<file path="src/include/tick_pulse_cfg.svh">
`ifndef TICK_PULSE_CFG_SVH
`define TICK_PULSE_CFG_SVH

// Register offsets (byte addresses)
`define TP_OFS_IRQ_ENABLE 16'h1024
`define TP_OFS_FLAGS 16'h1025
`define TP_OFS_CONTROL 16'h1026
`define TP_OFS_COUNT 16'h1027

// Flag and enable bit positions, shared by both registers
`define TP_BIT_MAIN_WRAP 7
`define TP_BIT_TICK 6
`define TP_BIT_PULSE_WRAP 5
`define TP_BIT_PULSE_EDGE 4

// Control field positions
`define TP_BIT_PORT7_DIR 7
`define TP_BIT_PULSE_EN 6
`define TP_BIT_PULSE_MODE 5
`define TP_BIT_PULSE_EDGE_SEL 4
`define TP_BIT_PORT3_DIR 3
`define TP_BIT_CAPCMP_SEL 2

// Reset values
`define TP_RST_IRQ_ENABLE 8'h00
`define TP_RST_FLAGS 8'h00
`define TP_RST_CONTROL 8'h00
`define TP_RST_COUNT 8'h00

// Timing: tick base division exponent and gated-mode divider
`define TP_TICK_BASE_LOG2 13
`define TP_GATE_DIV 7'h40
`define TP_GATE_DIV_LAST 6'h3F

`endif

</file>
<file path="src/include/tick_pulse_pkg.sv">
package tick_pulse_pkg;

  typedef logic [7:0] byte_t;

  typedef enum logic [1:0] {
    RATE_2P13 = 2'h0,
    RATE_2P14 = 2'h1,
    RATE_2P15 = 2'h2,
    RATE_2P16 = 2'h3
  } tick_rate_t;

endpackage

</file>
<file path="src/design/periodic_tick_and_pulse_counter.sv">
// Overview of operation
// Flag bits clear only where software writes a one; zeros leave them.
// Main counter wrap flag sets when the 16-bit main counter wraps to zero.
// Flag register bits 3:0 always read zero.
// Rate field picks tick period of 2^13, 2^14, 2^15 or 2^16 cycles.
// Tick base is bus clock over 2^13, independent of the main prescaler.
// Tick divider runs freely; only reset restarts it, never flag clearing.
// Each timeout sets the tick flag; interrupt requested if enabled.
// After reset a full tick period passes before the first tick flag.
// Software clears the tick flag by writing one to flag bit 6.
// Upper enable bits pair with flags; both one requests an interrupt.
// Tick enable low suppresses interrupt but the flag still sets.
// Pulse counter is 8 bits, event or gated mode by mode bit.
// Event mode counts pin edges; pin toggles no faster than clock/2.
// Gated mode counts once per 64 cycles while pin is active.
// Pulse counter readable and writable by software at any time.
// Control register resets to zero: rate 00, pulse counting off.
// Edge bit: falling/rising in event mode; inhibit low/high in gated mode.
// Pulse wrap flag sets when the pulse counter rolls from FF to 00.
// Pulse edge flag sets on each selected edge, whatever its enable; here only in event mode with pulse enable set.
// Pulse system enable gates all pulse counting.
// Tick divider is a free 16-bit count; timeout is the selected carry.
// Pulse pin passes a two-stage synchroniser before any logic.
`timescale 1ns/1ps
`include "tick_pulse_cfg.svh"

module periodic_tick_and_pulse_counter
  import tick_pulse_pkg::*;
(
  input wire logic i_core_clk,
  input wire logic i_rst,
  input wire logic [15:0] i_addr,
  input wire logic [7:0] i_wdata,
  input wire logic i_wr,
  input wire logic i_rd,
  output logic [7:0] o_rdata,
  input wire logic i_main_counter_wrap,
  input wire logic i_pulse_input_pin,
  output logic o_irq,
  output logic o_port_bit7_direction,
  output logic o_port_bit3_direction,
  output logic o_capture_compare_select
);

  // Address decode used by both write and read paths
  function automatic logic hit(input logic [15:0] a, input logic [15:0] ofs);
    hit = (a == ofs);
  endfunction

  logic [7:0] irq_en_q, irq_en_d;
  logic [7:0] flags_q, flags_d;
  logic [7:0] ctrl_q, ctrl_d;
  logic [7:0] count_q, count_d;
  logic [15:0] tick_div_q, tick_div_d;
  logic [5:0] gate_div_q, gate_div_d;
  logic [2:0] pin_sync_q, pin_sync_d;
  logic [7:0] rdata_q, rdata_d;

  logic tick_timeout;
  logic pin_s;
  logic pin_rise;
  logic pin_fall;
  logic sel_edge;
  logic gate_open;
  logic count_inc;
  logic count_wrap;
  logic [3:0] set_vec;
  tick_rate_t rate;

  // Synchroniser: stage 0 feeds only stage 1; stage 2 is the edge history
  always_comb begin
    pin_sync_d = {pin_sync_q[1:0], i_pulse_input_pin};
  end

  assign pin_s = pin_sync_q[1];
  assign pin_rise = pin_sync_q[1] & ~pin_sync_q[2];
  assign pin_fall = ~pin_sync_q[1] & pin_sync_q[2];

  // Free tick divider; flag writes never touch it, so periods stay constant
  always_comb begin
    tick_div_d = tick_div_q + 16'h0001;
  end

  // Timeout when the low bits of the selected width all roll over
  always_comb begin
    rate = tick_rate_t'(ctrl_q[1:0]);
    case (rate)
      RATE_2P13: tick_timeout = &tick_div_q[`TP_TICK_BASE_LOG2-1:0];
      RATE_2P14: tick_timeout = &tick_div_q[13:0];
      RATE_2P15: tick_timeout = &tick_div_q[14:0];
      RATE_2P16: tick_timeout = &tick_div_q[15:0];
      default: tick_timeout = 1'b0;
    endcase
  end

  // Gated-mode divider runs freely so the time base never drifts
  always_comb begin
    gate_div_d = gate_div_q + 6'h01;
  end

  // Counting condition from enable, mode and edge select
  always_comb begin
    sel_edge = ctrl_q[`TP_BIT_PULSE_EDGE_SEL] ? pin_rise : pin_fall;
    gate_open = ctrl_q[`TP_BIT_PULSE_EDGE_SEL] ? ~pin_s : pin_s;
    if (!ctrl_q[`TP_BIT_PULSE_EN]) begin
      count_inc = 1'b0;
    end else if (ctrl_q[`TP_BIT_PULSE_MODE]) begin
      count_inc = gate_open && (gate_div_q == `TP_GATE_DIV_LAST);
    end else begin
      count_inc = sel_edge;
    end
  end

  // Pulse counter; a software write wins over a coincident increment
  always_comb begin
    count_wrap = 1'b0;
    count_d = count_q;
    if (i_wr && hit(i_addr, `TP_OFS_COUNT)) begin
      count_d = i_wdata;
    end else if (count_inc) begin
      count_d = count_q + 8'h01;
      count_wrap = (count_q == 8'hFF);
    end
  end

  // Flag set sources; edge flag needs the enable and event mode
  assign set_vec = {
    i_main_counter_wrap,
    tick_timeout,
    count_wrap,
    ctrl_q[`TP_BIT_PULSE_EN] & ~ctrl_q[`TP_BIT_PULSE_MODE] & sel_edge
  };

  // Flags: write-one clears, but a same-cycle set survives
  always_comb begin
    flags_d = flags_q;
    if (i_wr && hit(i_addr, `TP_OFS_FLAGS)) begin
      flags_d[7:4] = flags_q[7:4] & ~i_wdata[7:4];
    end
    flags_d[7:4] = flags_d[7:4] | set_vec;
    flags_d[3:0] = 4'h0;
  end

  // Control and enable registers
  always_comb begin
    irq_en_d = irq_en_q;
    ctrl_d = ctrl_q;
    if (i_wr && hit(i_addr, `TP_OFS_IRQ_ENABLE)) begin
      irq_en_d = {i_wdata[7:4], 2'h0, i_wdata[1:0]};
    end
    if (i_wr && hit(i_addr, `TP_OFS_CONTROL)) begin
      ctrl_d = i_wdata;
    end
  end

  // Read data in the cycle after the strobe; unmapped reads give zero
  always_comb begin
    rdata_d = 8'h00;
    if (i_rd) begin
      if (hit(i_addr, `TP_OFS_IRQ_ENABLE)) begin
        rdata_d = irq_en_q;
      end else if (hit(i_addr, `TP_OFS_FLAGS)) begin
        rdata_d = {flags_q[7:4], 4'h0};
      end else if (hit(i_addr, `TP_OFS_CONTROL)) begin
        rdata_d = ctrl_q;
      end else if (hit(i_addr, `TP_OFS_COUNT)) begin
        rdata_d = count_q;
      end
    end
  end

  // Registers; tick divider starts at zero so the first tick is a full period
  always_ff @(posedge i_core_clk or posedge i_rst) begin
    if (i_rst) begin
      irq_en_q <= `TP_RST_IRQ_ENABLE;
      flags_q <= `TP_RST_FLAGS;
      ctrl_q <= `TP_RST_CONTROL;
      count_q <= `TP_RST_COUNT;
      tick_div_q <= 16'h0000;
      gate_div_q <= 6'h00;
      pin_sync_q <= 3'h0;
      rdata_q <= 8'h00;
    end else begin
      irq_en_q <= irq_en_d;
      flags_q <= flags_d;
      ctrl_q <= ctrl_d;
      count_q <= count_d;
      tick_div_q <= tick_div_d;
      gate_div_q <= gate_div_d;
      pin_sync_q <= pin_sync_d;
      rdata_q <= rdata_d;
    end
  end

  assign o_rdata = rdata_q;
  assign o_irq = |(flags_q[7:4] & irq_en_q[7:4]);
  assign o_port_bit7_direction = ctrl_q[`TP_BIT_PORT7_DIR];
  assign o_port_bit3_direction = ctrl_q[`TP_BIT_PORT3_DIR];
  assign o_capture_compare_select = ctrl_q[`TP_BIT_CAPCMP_SEL];

  // Checker helper: cycles since reset or the last timeout, kept apart
  // from the divider so a divider fault cannot hide behind itself
  logic [16:0] since_tick_q, since_tick_d;

  always_comb begin
    since_tick_d = tick_timeout ? 17'h00000 : since_tick_q + 17'h00001;
  end

  always_ff @(posedge i_core_clk or posedge i_rst) begin
    if (i_rst) begin
      since_tick_q <= 17'h00000;
    end else begin
      since_tick_q <= since_tick_d;
    end
  end

  chk_tick_sets_flag: assert property (
    @(posedge i_core_clk) disable iff (i_rst)
    tick_timeout |=> flags_q[`TP_BIT_TICK])
    else $error("tick timeout did not set tick flag");

  // Rate 00 must time out one base period after the last timeout
  chk_tick_period_fixed: assert property (
    @(posedge i_core_clk) disable iff (i_rst)
    (ctrl_q[1:0] == 2'h0 && since_tick_q == 17'h01FFF) |-> tick_timeout)
    else $error("tick period mismatch");

  chk_first_tick_full: assert property (
    @(posedge i_core_clk) disable iff (i_rst)
    tick_timeout |-> since_tick_q[12:0] == 13'h1FFF)
    else $error("tick fired before a full period");

  chk_flag_w1c: assert property (
    @(posedge i_core_clk) disable iff (i_rst)
    (i_wr && i_addr == `TP_OFS_FLAGS && !i_wdata[`TP_BIT_TICK]
      && flags_q[`TP_BIT_TICK]) |=> flags_q[`TP_BIT_TICK])
    else $error("zero write cleared tick flag");

  chk_flag_clear: assert property (
    @(posedge i_core_clk) disable iff (i_rst)
    (i_wr && i_addr == `TP_OFS_FLAGS && i_wdata[`TP_BIT_TICK] && !tick_timeout)
      |=> !flags_q[`TP_BIT_TICK])
    else $error("tick flag not cleared by one write");

  chk_low_flags_zero: assert property (
    @(posedge i_core_clk) disable iff (i_rst)
    (i_rd && i_addr == `TP_OFS_FLAGS) |=> o_rdata[3:0] == 4'h0)
    else $error("low flag bits read nonzero");

  chk_irq_pairing: assert property (
    @(posedge i_core_clk) disable iff (i_rst)
    (flags_q[`TP_BIT_TICK] && !irq_en_q[`TP_BIT_TICK] && irq_en_q[7] == 1'b0
      && irq_en_q[5:4] == 2'h0) |-> !o_irq)
    else $error("interrupt without enabled flag");

  chk_main_wrap: assert property (
    @(posedge i_core_clk) disable iff (i_rst)
    i_main_counter_wrap |=> flags_q[`TP_BIT_MAIN_WRAP])
    else $error("main wrap flag not set");

  chk_pulse_wrap: assert property (
    @(posedge i_core_clk) disable iff (i_rst)
    (count_inc && count_q == 8'hFF && !i_wr)
      |=> (count_q == 8'h00 && flags_q[`TP_BIT_PULSE_WRAP]))
    else $error("pulse wrap not flagged");

  chk_pulse_disabled: assert property (
    @(posedge i_core_clk) disable iff (i_rst)
    (!ctrl_q[`TP_BIT_PULSE_EN] && !i_wr) |=> $stable(count_q))
    else $error("pulse counted while disabled");

  chk_event_edge: assert property (
    @(posedge i_core_clk) disable iff (i_rst)
    (ctrl_q[6:4] == 3'b101 && pin_rise && !i_wr)
      |=> count_q == $past(count_q) + 8'h01)
    else $error("rising edge not counted");

  // Pulse counter checks; a same-cycle software write wins, so it is excluded
  chk_fall_counted: assert property (
    @(posedge i_core_clk) disable iff (i_rst)
    (ctrl_q[6:4] == 3'b100 && pin_fall && !i_wr)
      |=> count_q == $past(count_q) + 8'h01)
    else $error("falling edge not counted");

  chk_edge_flag_set: assert property (
    @(posedge i_core_clk) disable iff (i_rst)
    (ctrl_q[6:4] == 3'b101 && pin_rise) |=> flags_q[`TP_BIT_PULSE_EDGE])
    else $error("pulse edge flag not set");

  chk_gated_step: assert property (
    @(posedge i_core_clk) disable iff (i_rst)
    (ctrl_q[6:4] == 3'b110 && pin_s && gate_div_q == `TP_GATE_DIV_LAST && !i_wr)
      |=> count_q == $past(count_q) + 8'h01)
    else $error("gated period not counted");

  chk_gated_hold: assert property (
    @(posedge i_core_clk) disable iff (i_rst)
    (ctrl_q[6:5] == 2'b11 && gate_div_q != `TP_GATE_DIV_LAST && !i_wr)
      |=> $stable(count_q))
    else $error("gated count between periods");

  chk_gate_inhibit: assert property (
    @(posedge i_core_clk) disable iff (i_rst)
    (ctrl_q[6:4] == 3'b111 && pin_s && !i_wr) |=> $stable(count_q))
    else $error("count while pin inhibits");

  chk_count_write: assert property (
    @(posedge i_core_clk) disable iff (i_rst)
    (i_wr && i_addr == `TP_OFS_COUNT) |=> count_q == $past(i_wdata))
    else $error("count write lost");

  // Tick and interrupt checks
  chk_tick_polled: assert property (
    @(posedge i_core_clk) disable iff (i_rst)
    (tick_timeout && irq_en_q[7:4] == 4'h0 && !(i_wr && i_addr == `TP_OFS_IRQ_ENABLE))
      |=> (flags_q[`TP_BIT_TICK] && !o_irq))
    else $error("masked tick flag or interrupt wrong");

  chk_tick_irq: assert property (
    @(posedge i_core_clk) disable iff (i_rst)
    (flags_q[`TP_BIT_TICK] && irq_en_q[`TP_BIT_TICK]) |-> o_irq)
    else $error("tick interrupt not requested");

  // Synchroniser latency and reset state; the guard skips history
  // that was sampled while reset was still held
  chk_pin_sync: assert property (
    @(posedge i_core_clk) disable iff (i_rst)
    !$past(i_rst, 2) |-> pin_s == $past(i_pulse_input_pin, 2))
    else $error("pulse pin not two stages late");

  chk_ctrl_reset: assert property (
    @(posedge i_core_clk) disable iff (i_rst)
    $fell(i_rst) |-> (ctrl_q == 8'h00 && flags_q == 8'h00))
    else $error("control or flags not zero after reset");

  // Covers for the main scenarios
  cov_tick: cover property (@(posedge i_core_clk) disable iff (i_rst) tick_timeout);
  cov_irq: cover property (@(posedge i_core_clk) disable iff (i_rst) o_irq);
  cov_pulse_wrap: cover property (@(posedge i_core_clk) disable iff (i_rst) count_wrap);
  cov_gated: cover property (@(posedge i_core_clk) disable iff (i_rst)
    count_inc && ctrl_q[`TP_BIT_PULSE_MODE]);
  cov_event_fall: cover property (@(posedge i_core_clk) disable iff (i_rst)
    count_inc && pin_fall && !ctrl_q[`TP_BIT_PULSE_EDGE_SEL]);

endmodule

</file>
<file path="config.mk">
export PLATFORM = sky130hd
export DESIGN_NAME = periodic_tick_and_pulse_counter
export DESIGN_NICKNAME = d
export VERILOG_FILES = /design/src/include/tick_pulse_pkg.sv /design/src/design/periodic_tick_and_pulse_counter.sv
export VERILOG_INCLUDE_DIRS = /design/src /design/src/include
export SDC_FILE = /design/constraint.sdc
export NUM_CORES = 1
export LEC_CHECK = 0
export ABC_CLOCK_PERIOD_IN_PS = 2600
export BUFFER_PORTS_ARGS = -buffer_cell sky130_fd_sc_hd__buf_2
export CAP_MARGIN = 20
export CORE_MARGIN = 5
export CORE_UTILIZATION = 55
export CTS_BUF_LIST = sky130_fd_sc_hd__clkbuf_16
export DETAILED_ROUTE_END_ITERATION = 8
export PLACE_DENSITY_LB_ADDON = 0.2
export SLEW_MARGIN = 20
export SYNTH_ARGS = -nofsm -noshare
export SYNTH_HDL_FRONTEND = slang
export SYNTH_SLANG_ARGS = --single-unit
export TNS_END_PERCENT = 30
</file>
<file path="constraint.sdc">
create_clock -name i_core_clk -period 2.6 [get_ports i_core_clk]
set_clock_uncertainty 0.15 [all_clocks]
set_input_delay 0.26 -clock i_core_clk [delete_from_list [all_inputs] [get_ports i_core_clk]]
set_output_delay 0.26 -clock i_core_clk [all_outputs]
set_load 0.005 [all_outputs]
</file>
# == Word-level counts from Yosys, hierarchy flattened ==
# Cells that the tools add are included.
# classes
reduce_logical,12
addsub,3
bitwise,11
mux,15
n_eq_ne,9
# op_table
op,n
$eq A16 B13 Y1 const B,4
$mux W8,7
$add A16 B1 Y16 const B,1
$reduce_and A16 Y1,1
$reduce_and A15 Y1,1
$reduce_and A14 Y1,1
$reduce_and A13 Y1,1
$add A8 B1 Y8 const B,1
$and A4 B4 Y4,2
$eq A8 B8 Y1 const B,1
$add A6 B1 Y6 const B,1
$eq A6 B6 Y1 const B,1
$mux W1,6
$logic_and A1 B1 Y1,5
$and A1 B1 Y1,4
$eq A2 B2 Y1 const B,2
$mux W4,1
$not A4 Y4,1
$or A4 B4 Y4,1
$pmux W1 S4,1
$reduce_or A4 Y1,1
$not A1 Y1,3
$eq A2 B1 Y1 const B,1
$logic_not A2 Y1,1
$reduce_bool A2 Y1,1
# totals
inputBits,30
regBits,59
out_inout_bits,12
word_cells,58

# == Longest topological paths before layout ==
# depth
word_depth,8
depth_mapped,7
ltp_nobuf,6

# == Worst setup path before layout ==
# OpenSTA, ideal clock, no wires.
# synth_path
path_kind,input to register
from,input port i_addr[3]
to,register irq_en_q[0]
setup_slack_ns,0.725
path_buffers,2
t_arrival_ns,1.600
setup_time_ns,0.125
cell_stages,7
t_required_ns,2.325
path_cell_list,nor4bb_1 and4_4 and2b_1 buf_4 and3b_1 buf_6 mux2_4
# synth_between
elab_chain_cells,2
# synth_lines
item,line_no,source
"start, declared",periodic_tick_and_pulse_counter.sv:32,"input wire logic [15:0] i_addr,"
$eq A16 B13 Y1,periodic_tick_and_pulse_counter.sv:47,hit = (a == ofs);
$logic_and A1 B1 Y1,periodic_tick_and_pulse_counter.sv:148,"if (i_wr && hit(i_addr, `TP_OFS_IRQ_ENABLE)) begin"
"end signal, assigned",periodic_tick_and_pulse_counter.sv:175,irq_en_q <= `TP_RST_IRQ_ENABLE;
"end signal, assigned",periodic_tick_and_pulse_counter.sv:184,irq_en_q <= irq_en_d;
"end, declared",periodic_tick_and_pulse_counter.sv:50,"logic [7:0] irq_en_q, irq_en_d;"
# Every way passes these cells.
# A chain may end at the register's enable or synchronous reset.

# == Worst setup path after layout ==
# layout_path
from,register ctrl_q[4]
to,register count_q[4]
# layout_between
elab_chain_cells,5
elab_cells_between_ends,6
classes_between,mux: 4; reduce/logical: 2
# layout_lines
item,line_no,source
"start, declared",periodic_tick_and_pulse_counter.sv:52,"logic [7:0] ctrl_q, ctrl_d;"
"start signal, assigned",periodic_tick_and_pulse_counter.sv:177,ctrl_q <= `TP_RST_CONTROL;
"start signal, assigned",periodic_tick_and_pulse_counter.sv:186,ctrl_q <= ctrl_d;
$mux W1,periodic_tick_and_pulse_counter.sv:104,gate_open = ctrl_q[`TP_BIT_PULSE_EDGE_SEL] ? ~pin_s : pin_s;
$logic_and A1 B1 Y1,periodic_tick_and_pulse_counter.sv:108,count_inc = gate_open && (gate_div_q == `TP_GATE_DIV_LAST);
$mux W1 *,periodic_tick_and_pulse_counter.sv:107,end else if (ctrl_q[`TP_BIT_PULSE_MODE]) begin
$mux W1 *,periodic_tick_and_pulse_counter.sv:105,if (!ctrl_q[`TP_BIT_PULSE_EN]) begin
$reduce_bool A2 Y1 (no source line) *,-,
"end signal, assigned",periodic_tick_and_pulse_counter.sv:178,count_q <= `TP_RST_COUNT;
"end signal, assigned",periodic_tick_and_pulse_counter.sv:187,count_q <= count_d;
"end, declared",periodic_tick_and_pulse_counter.sv:53,"logic [7:0] count_q, count_d;"
# Mark *: on every way between the ends. The rest lies on a longest branch, timed or not.

==> impl_metrics.csv <==
group,metric,value,unit
timing,tightest_slew,610,ps
synth,synthesis.nets,259,
placement,dp.final_hpwl,3720,um
grt,grt.overflow.total,0,
floorplanning,die_y,80.0,um
final_layout,syn2layout_area_growth,22.9,%
synth,synth_warnings,0,
pwr,netSwitchingFraction,19.7,%
critical_path,path_buf_inv,0,
pwr,internal_power,1.78,mW
synth,synth_area,2690,sq um
critical_path,ff2ff_path_depth,5,
pwr,peakVddDrop,0.397,mV
placement,pre_cts_slack,436,ps
routing,wl,5360,um
worst_hold_path,min_path_type,"input port to register",
final_layout,layout-drive-gt1-share,27.6,%
critical_path,crit_end,"count_q[4]",
floorplanning,core_area,4720,sq um
floorplanning,die-area,6390,sq um
final_layout,final_cell_count_no_fill,350,
critical_path,cp-end-kind,"register",
synth,synthCells,226,
critical_path,timing.rr.start,"ctrl_q[4]",
routing,routedWlPerCell,15.3,um
synth,ys_ff_latch,59,
final_layout,stdcell_area,3310,sq um
critical_path,crit_fanout,8,
placement,placedInstanceArea,2970,sq um
clocking,cts_tree,"yes",
timing,relSlewSlack,59.3,%
timing,drv_slew,0,
timing,rsz0062_at_grt,"no",
pwr,power,2.22,mW
timing,max_freq,519,MHz
pwr,p_leak,1.58,nW
clocking,clock-root-buffer,"clkbuf_16",
timing,setup_viol,0,
critical_path,cp_top_family,"compound AO/OA/AOI/OAI gates",
critical_path,criticalPathCategory,"register to register",
routing,vias_per_cell,5.45,
floorplanning,ios,42,
routing,drtIter0Drc,120,
grt,antenna_found_initial,0,
placement,port_buffers,41,
synth,synth-seq-area-share,54.9,%
clocking,cts_buffer_depth,2,
clocking,holdBufCountCts,3,
floorplanning,die_x,80.0,um
clocking,cts.sinks,59,
pwr,pwr_density_cell,670,nW/um^2
final_layout,final_util,70.0,%
critical_path,arrival,2020,ps
placement,gp_congestion,0.762,
timing,finalHoldViolCount,0,
timing,holdWs,47.1,ps
timing,period_share,74.1,%
timing,fin_ws,673,ps
clocking,cts-htree-levels,3,
synth,avgSynthCellArea,11.9,sq um
critical_path,ff2ff_setup_slack,670,ps
pwr,switchingPower,436,uW
critical_path,crit_path_start,"ctrl_q[4]",
critical_path,cp-start-kind,"register",
grt,grt_pass1_vias,1889,
floorplanning,num_rows,25,
critical_path,crit_path_max_incr_delay,420,ps
synth,synth.distinct_cells,40,
routing,postRouteAntennaNets,0,
placement,place_inst,331,
grt,grt_start_max_net_pins,31,
floorplanning,start_util,57.0,%
grt,grt_usage,19.1,%
critical_path,crit_chain,"or3b_1, a21oi_2, o2111ai_1, xor2_1, a21oi_1",
job,maxCapViolations,0,
clocking,cts_setup_buffers,0,
pwr,power_frac_comb,3.5,%
clocking,cts_resized,0,
critical_path,crit_cells,5,
critical_path,r2r_end,"count_q[4]",
routing,vias,1909,
clocking,cts_buffers,9,
final_layout,final_nets,311,
status,status,"finished clean",
pwr,p_seq_share,41.7,%
routing,drc_errors,0,
pwr,p_clk_share,54.8,%
timing,setup_tns,0,ps
clocking,clkLatencyLatePin,320,ps
timing,period_minus_slack,1930,ps
final_layout,num_antenna_cells,0,
grt,grt_first_pass_wirelength,9200,um
clocking,cts.clk_slew.worst_paths,50,ps
critical_path,worstPathRequired,2700,ps
critical_path,cp_slowest_cell,"dfrtp_1",
routing,firstDrtPassIters,5,
[sequential cells by signal (all words and copies together) (netlist names)]
signal and flops:
o_rdata 8, ctrl_q 8, flags_q 4, gate_div_q 6
pin_sync_q 3, tick_div_q 16, count_q 8, irq_en_q 6
[worst min path at each step]
stage                 startpoint             to  cells past startpoint
4_1_cts               i_wdata[2]      ctrl_q[2]                      2
2_1_floorplan  i_pulse_input_pin  pin_sync_q[0]                      0
3_3_place_gp       pin_sync_q[0]  pin_sync_q[1]                      0
5_1_grt               i_wdata[2]      ctrl_q[2]                      2
3_5_place_dp       pin_sync_q[0]  pin_sync_q[1]                      0
6_report              i_wdata[2]      ctrl_q[2]                      2
[layout make-up]
cell class                      count  area (sq um)
Clock buffer                        9           225
Tap cell                           67          83.8
Clock inverter                      7          83.8
Multi-Input combinational cell    154          1150
Inverter                            6          22.5
Timing Repair Buffer               48           265
Fill cell                         341          1420
Sequential cell                    59          1480
[placed cells by master (no fill, tap or decap), types with 2 or more instances in the layout]
cell           instances
a21o_1                 2
a21oi_1                8
a221oi_1               5
a22oi_1                4
and3_1                 3
and4_1                 3
buf_2                 41
buf_4                  4
bufinv_16              2
clkbuf_16              9
clkinv_1               2
dfrtp_1               59
dlygate4sd3_1          3
ha_1                   3
inv_1                  6
mux2_2                 8
mux2_4                 6
mux2i_1               11
nand2_1               10
nand3_1               11
nand4_1                8
nor2_1                21
o2111ai_1              2
o211ai_1               3
o21ai_0                5
xnor2_1               12
xor2_1                14
[synthesized netlist by cell type]
cell type | count | area share [%]
buf_6 | 1 | 0.42
and3_1 | 3 | 0.70
and4b_1 | 1 | 0.37
nand2b_1 | 1 | 0.23
o21ai_0 | 5 | 0.93
mux2_2 | 8 | 3.3
nor3_2 | 1 | 0.37
inv_1 | 6 | 0.84
a21oi_2 | 1 | 0.33
dfrtp_1 | 59 | 55
a41o_1 | 1 | 0.37
and2b_1 | 1 | 0.28
nor4_1 | 1 | 0.23
a22o_1 | 1 | 0.33
o211ai_1 | 3 | 0.84
or2_2 | 1 | 0.23
o2111ai_1 | 2 | 0.65
xnor2_1 | 12 | 3.9
ha_1 | 3 | 1.4
nand3_1 | 11 | 2.0
nor2_1 | 21 | 2.9
nand2_1 | 10 | 1.4
buf_2 | 3 | 0.56
a22oi_1 | 4 | 1.1
a21o_1 | 2 | 0.56
mux2_4 | 6 | 3.3
nand4_1 | 8 | 1.9
and4_1 | 3 | 0.98
buf_4 | 1 | 0.28
nor4bb_1 | 1 | 0.37
nor4b_2 | 1 | 0.56
xor2_1 | 14 | 4.6
and3b_1 | 1 | 0.33
or3b_1 | 1 | 0.33
a21oi_1 | 8 | 1.5
mux2i_1 | 11 | 4.1
nand3b_1 | 1 | 0.28
a221oi_1 | 5 | 1.6
clkbuf_1 | 2 | 0.28
and4_4 | 1 | 0.42
[power groups by stage]
stage / registers, mW / clock network (mW) / logic [mW]
finish: 0.925 / 1.21 / 0.0778
global route: 0.924 / 1.28 / 0.0875
CTS: 0.924 / 1.23 / 0.0792
detailed placement: 0.940 / 0 / 0.0754
global placement: 0.940 / 0 / 0.0744
floorplan: 0.939 / 0 / 0.0367
[logic make-up after synthesis]
group	Yosys count	share of synthesized area (%)
AOI/OAI and AO/OA	32	8.23
xor gates and xnor gates	26	8.46
adders and majority gates	3	1.39
buffers and inverters	13	2.37
DFF	59	54.9
muxes	25	10.8
and+or+nand+nor	68	13.9
[layer usage]
layer / wire, um / GRT usage [%] / vias to the layer above
met5: 0 / 0 / -
met4: 161 / 11.0 / 0
met3: 373 / 4.40 / 13
met2: 2340 / 27.0 / 68
met1: 2490 / 26.8 / 906
li1: - / - / 922
(Power assumes the default switching activity.)
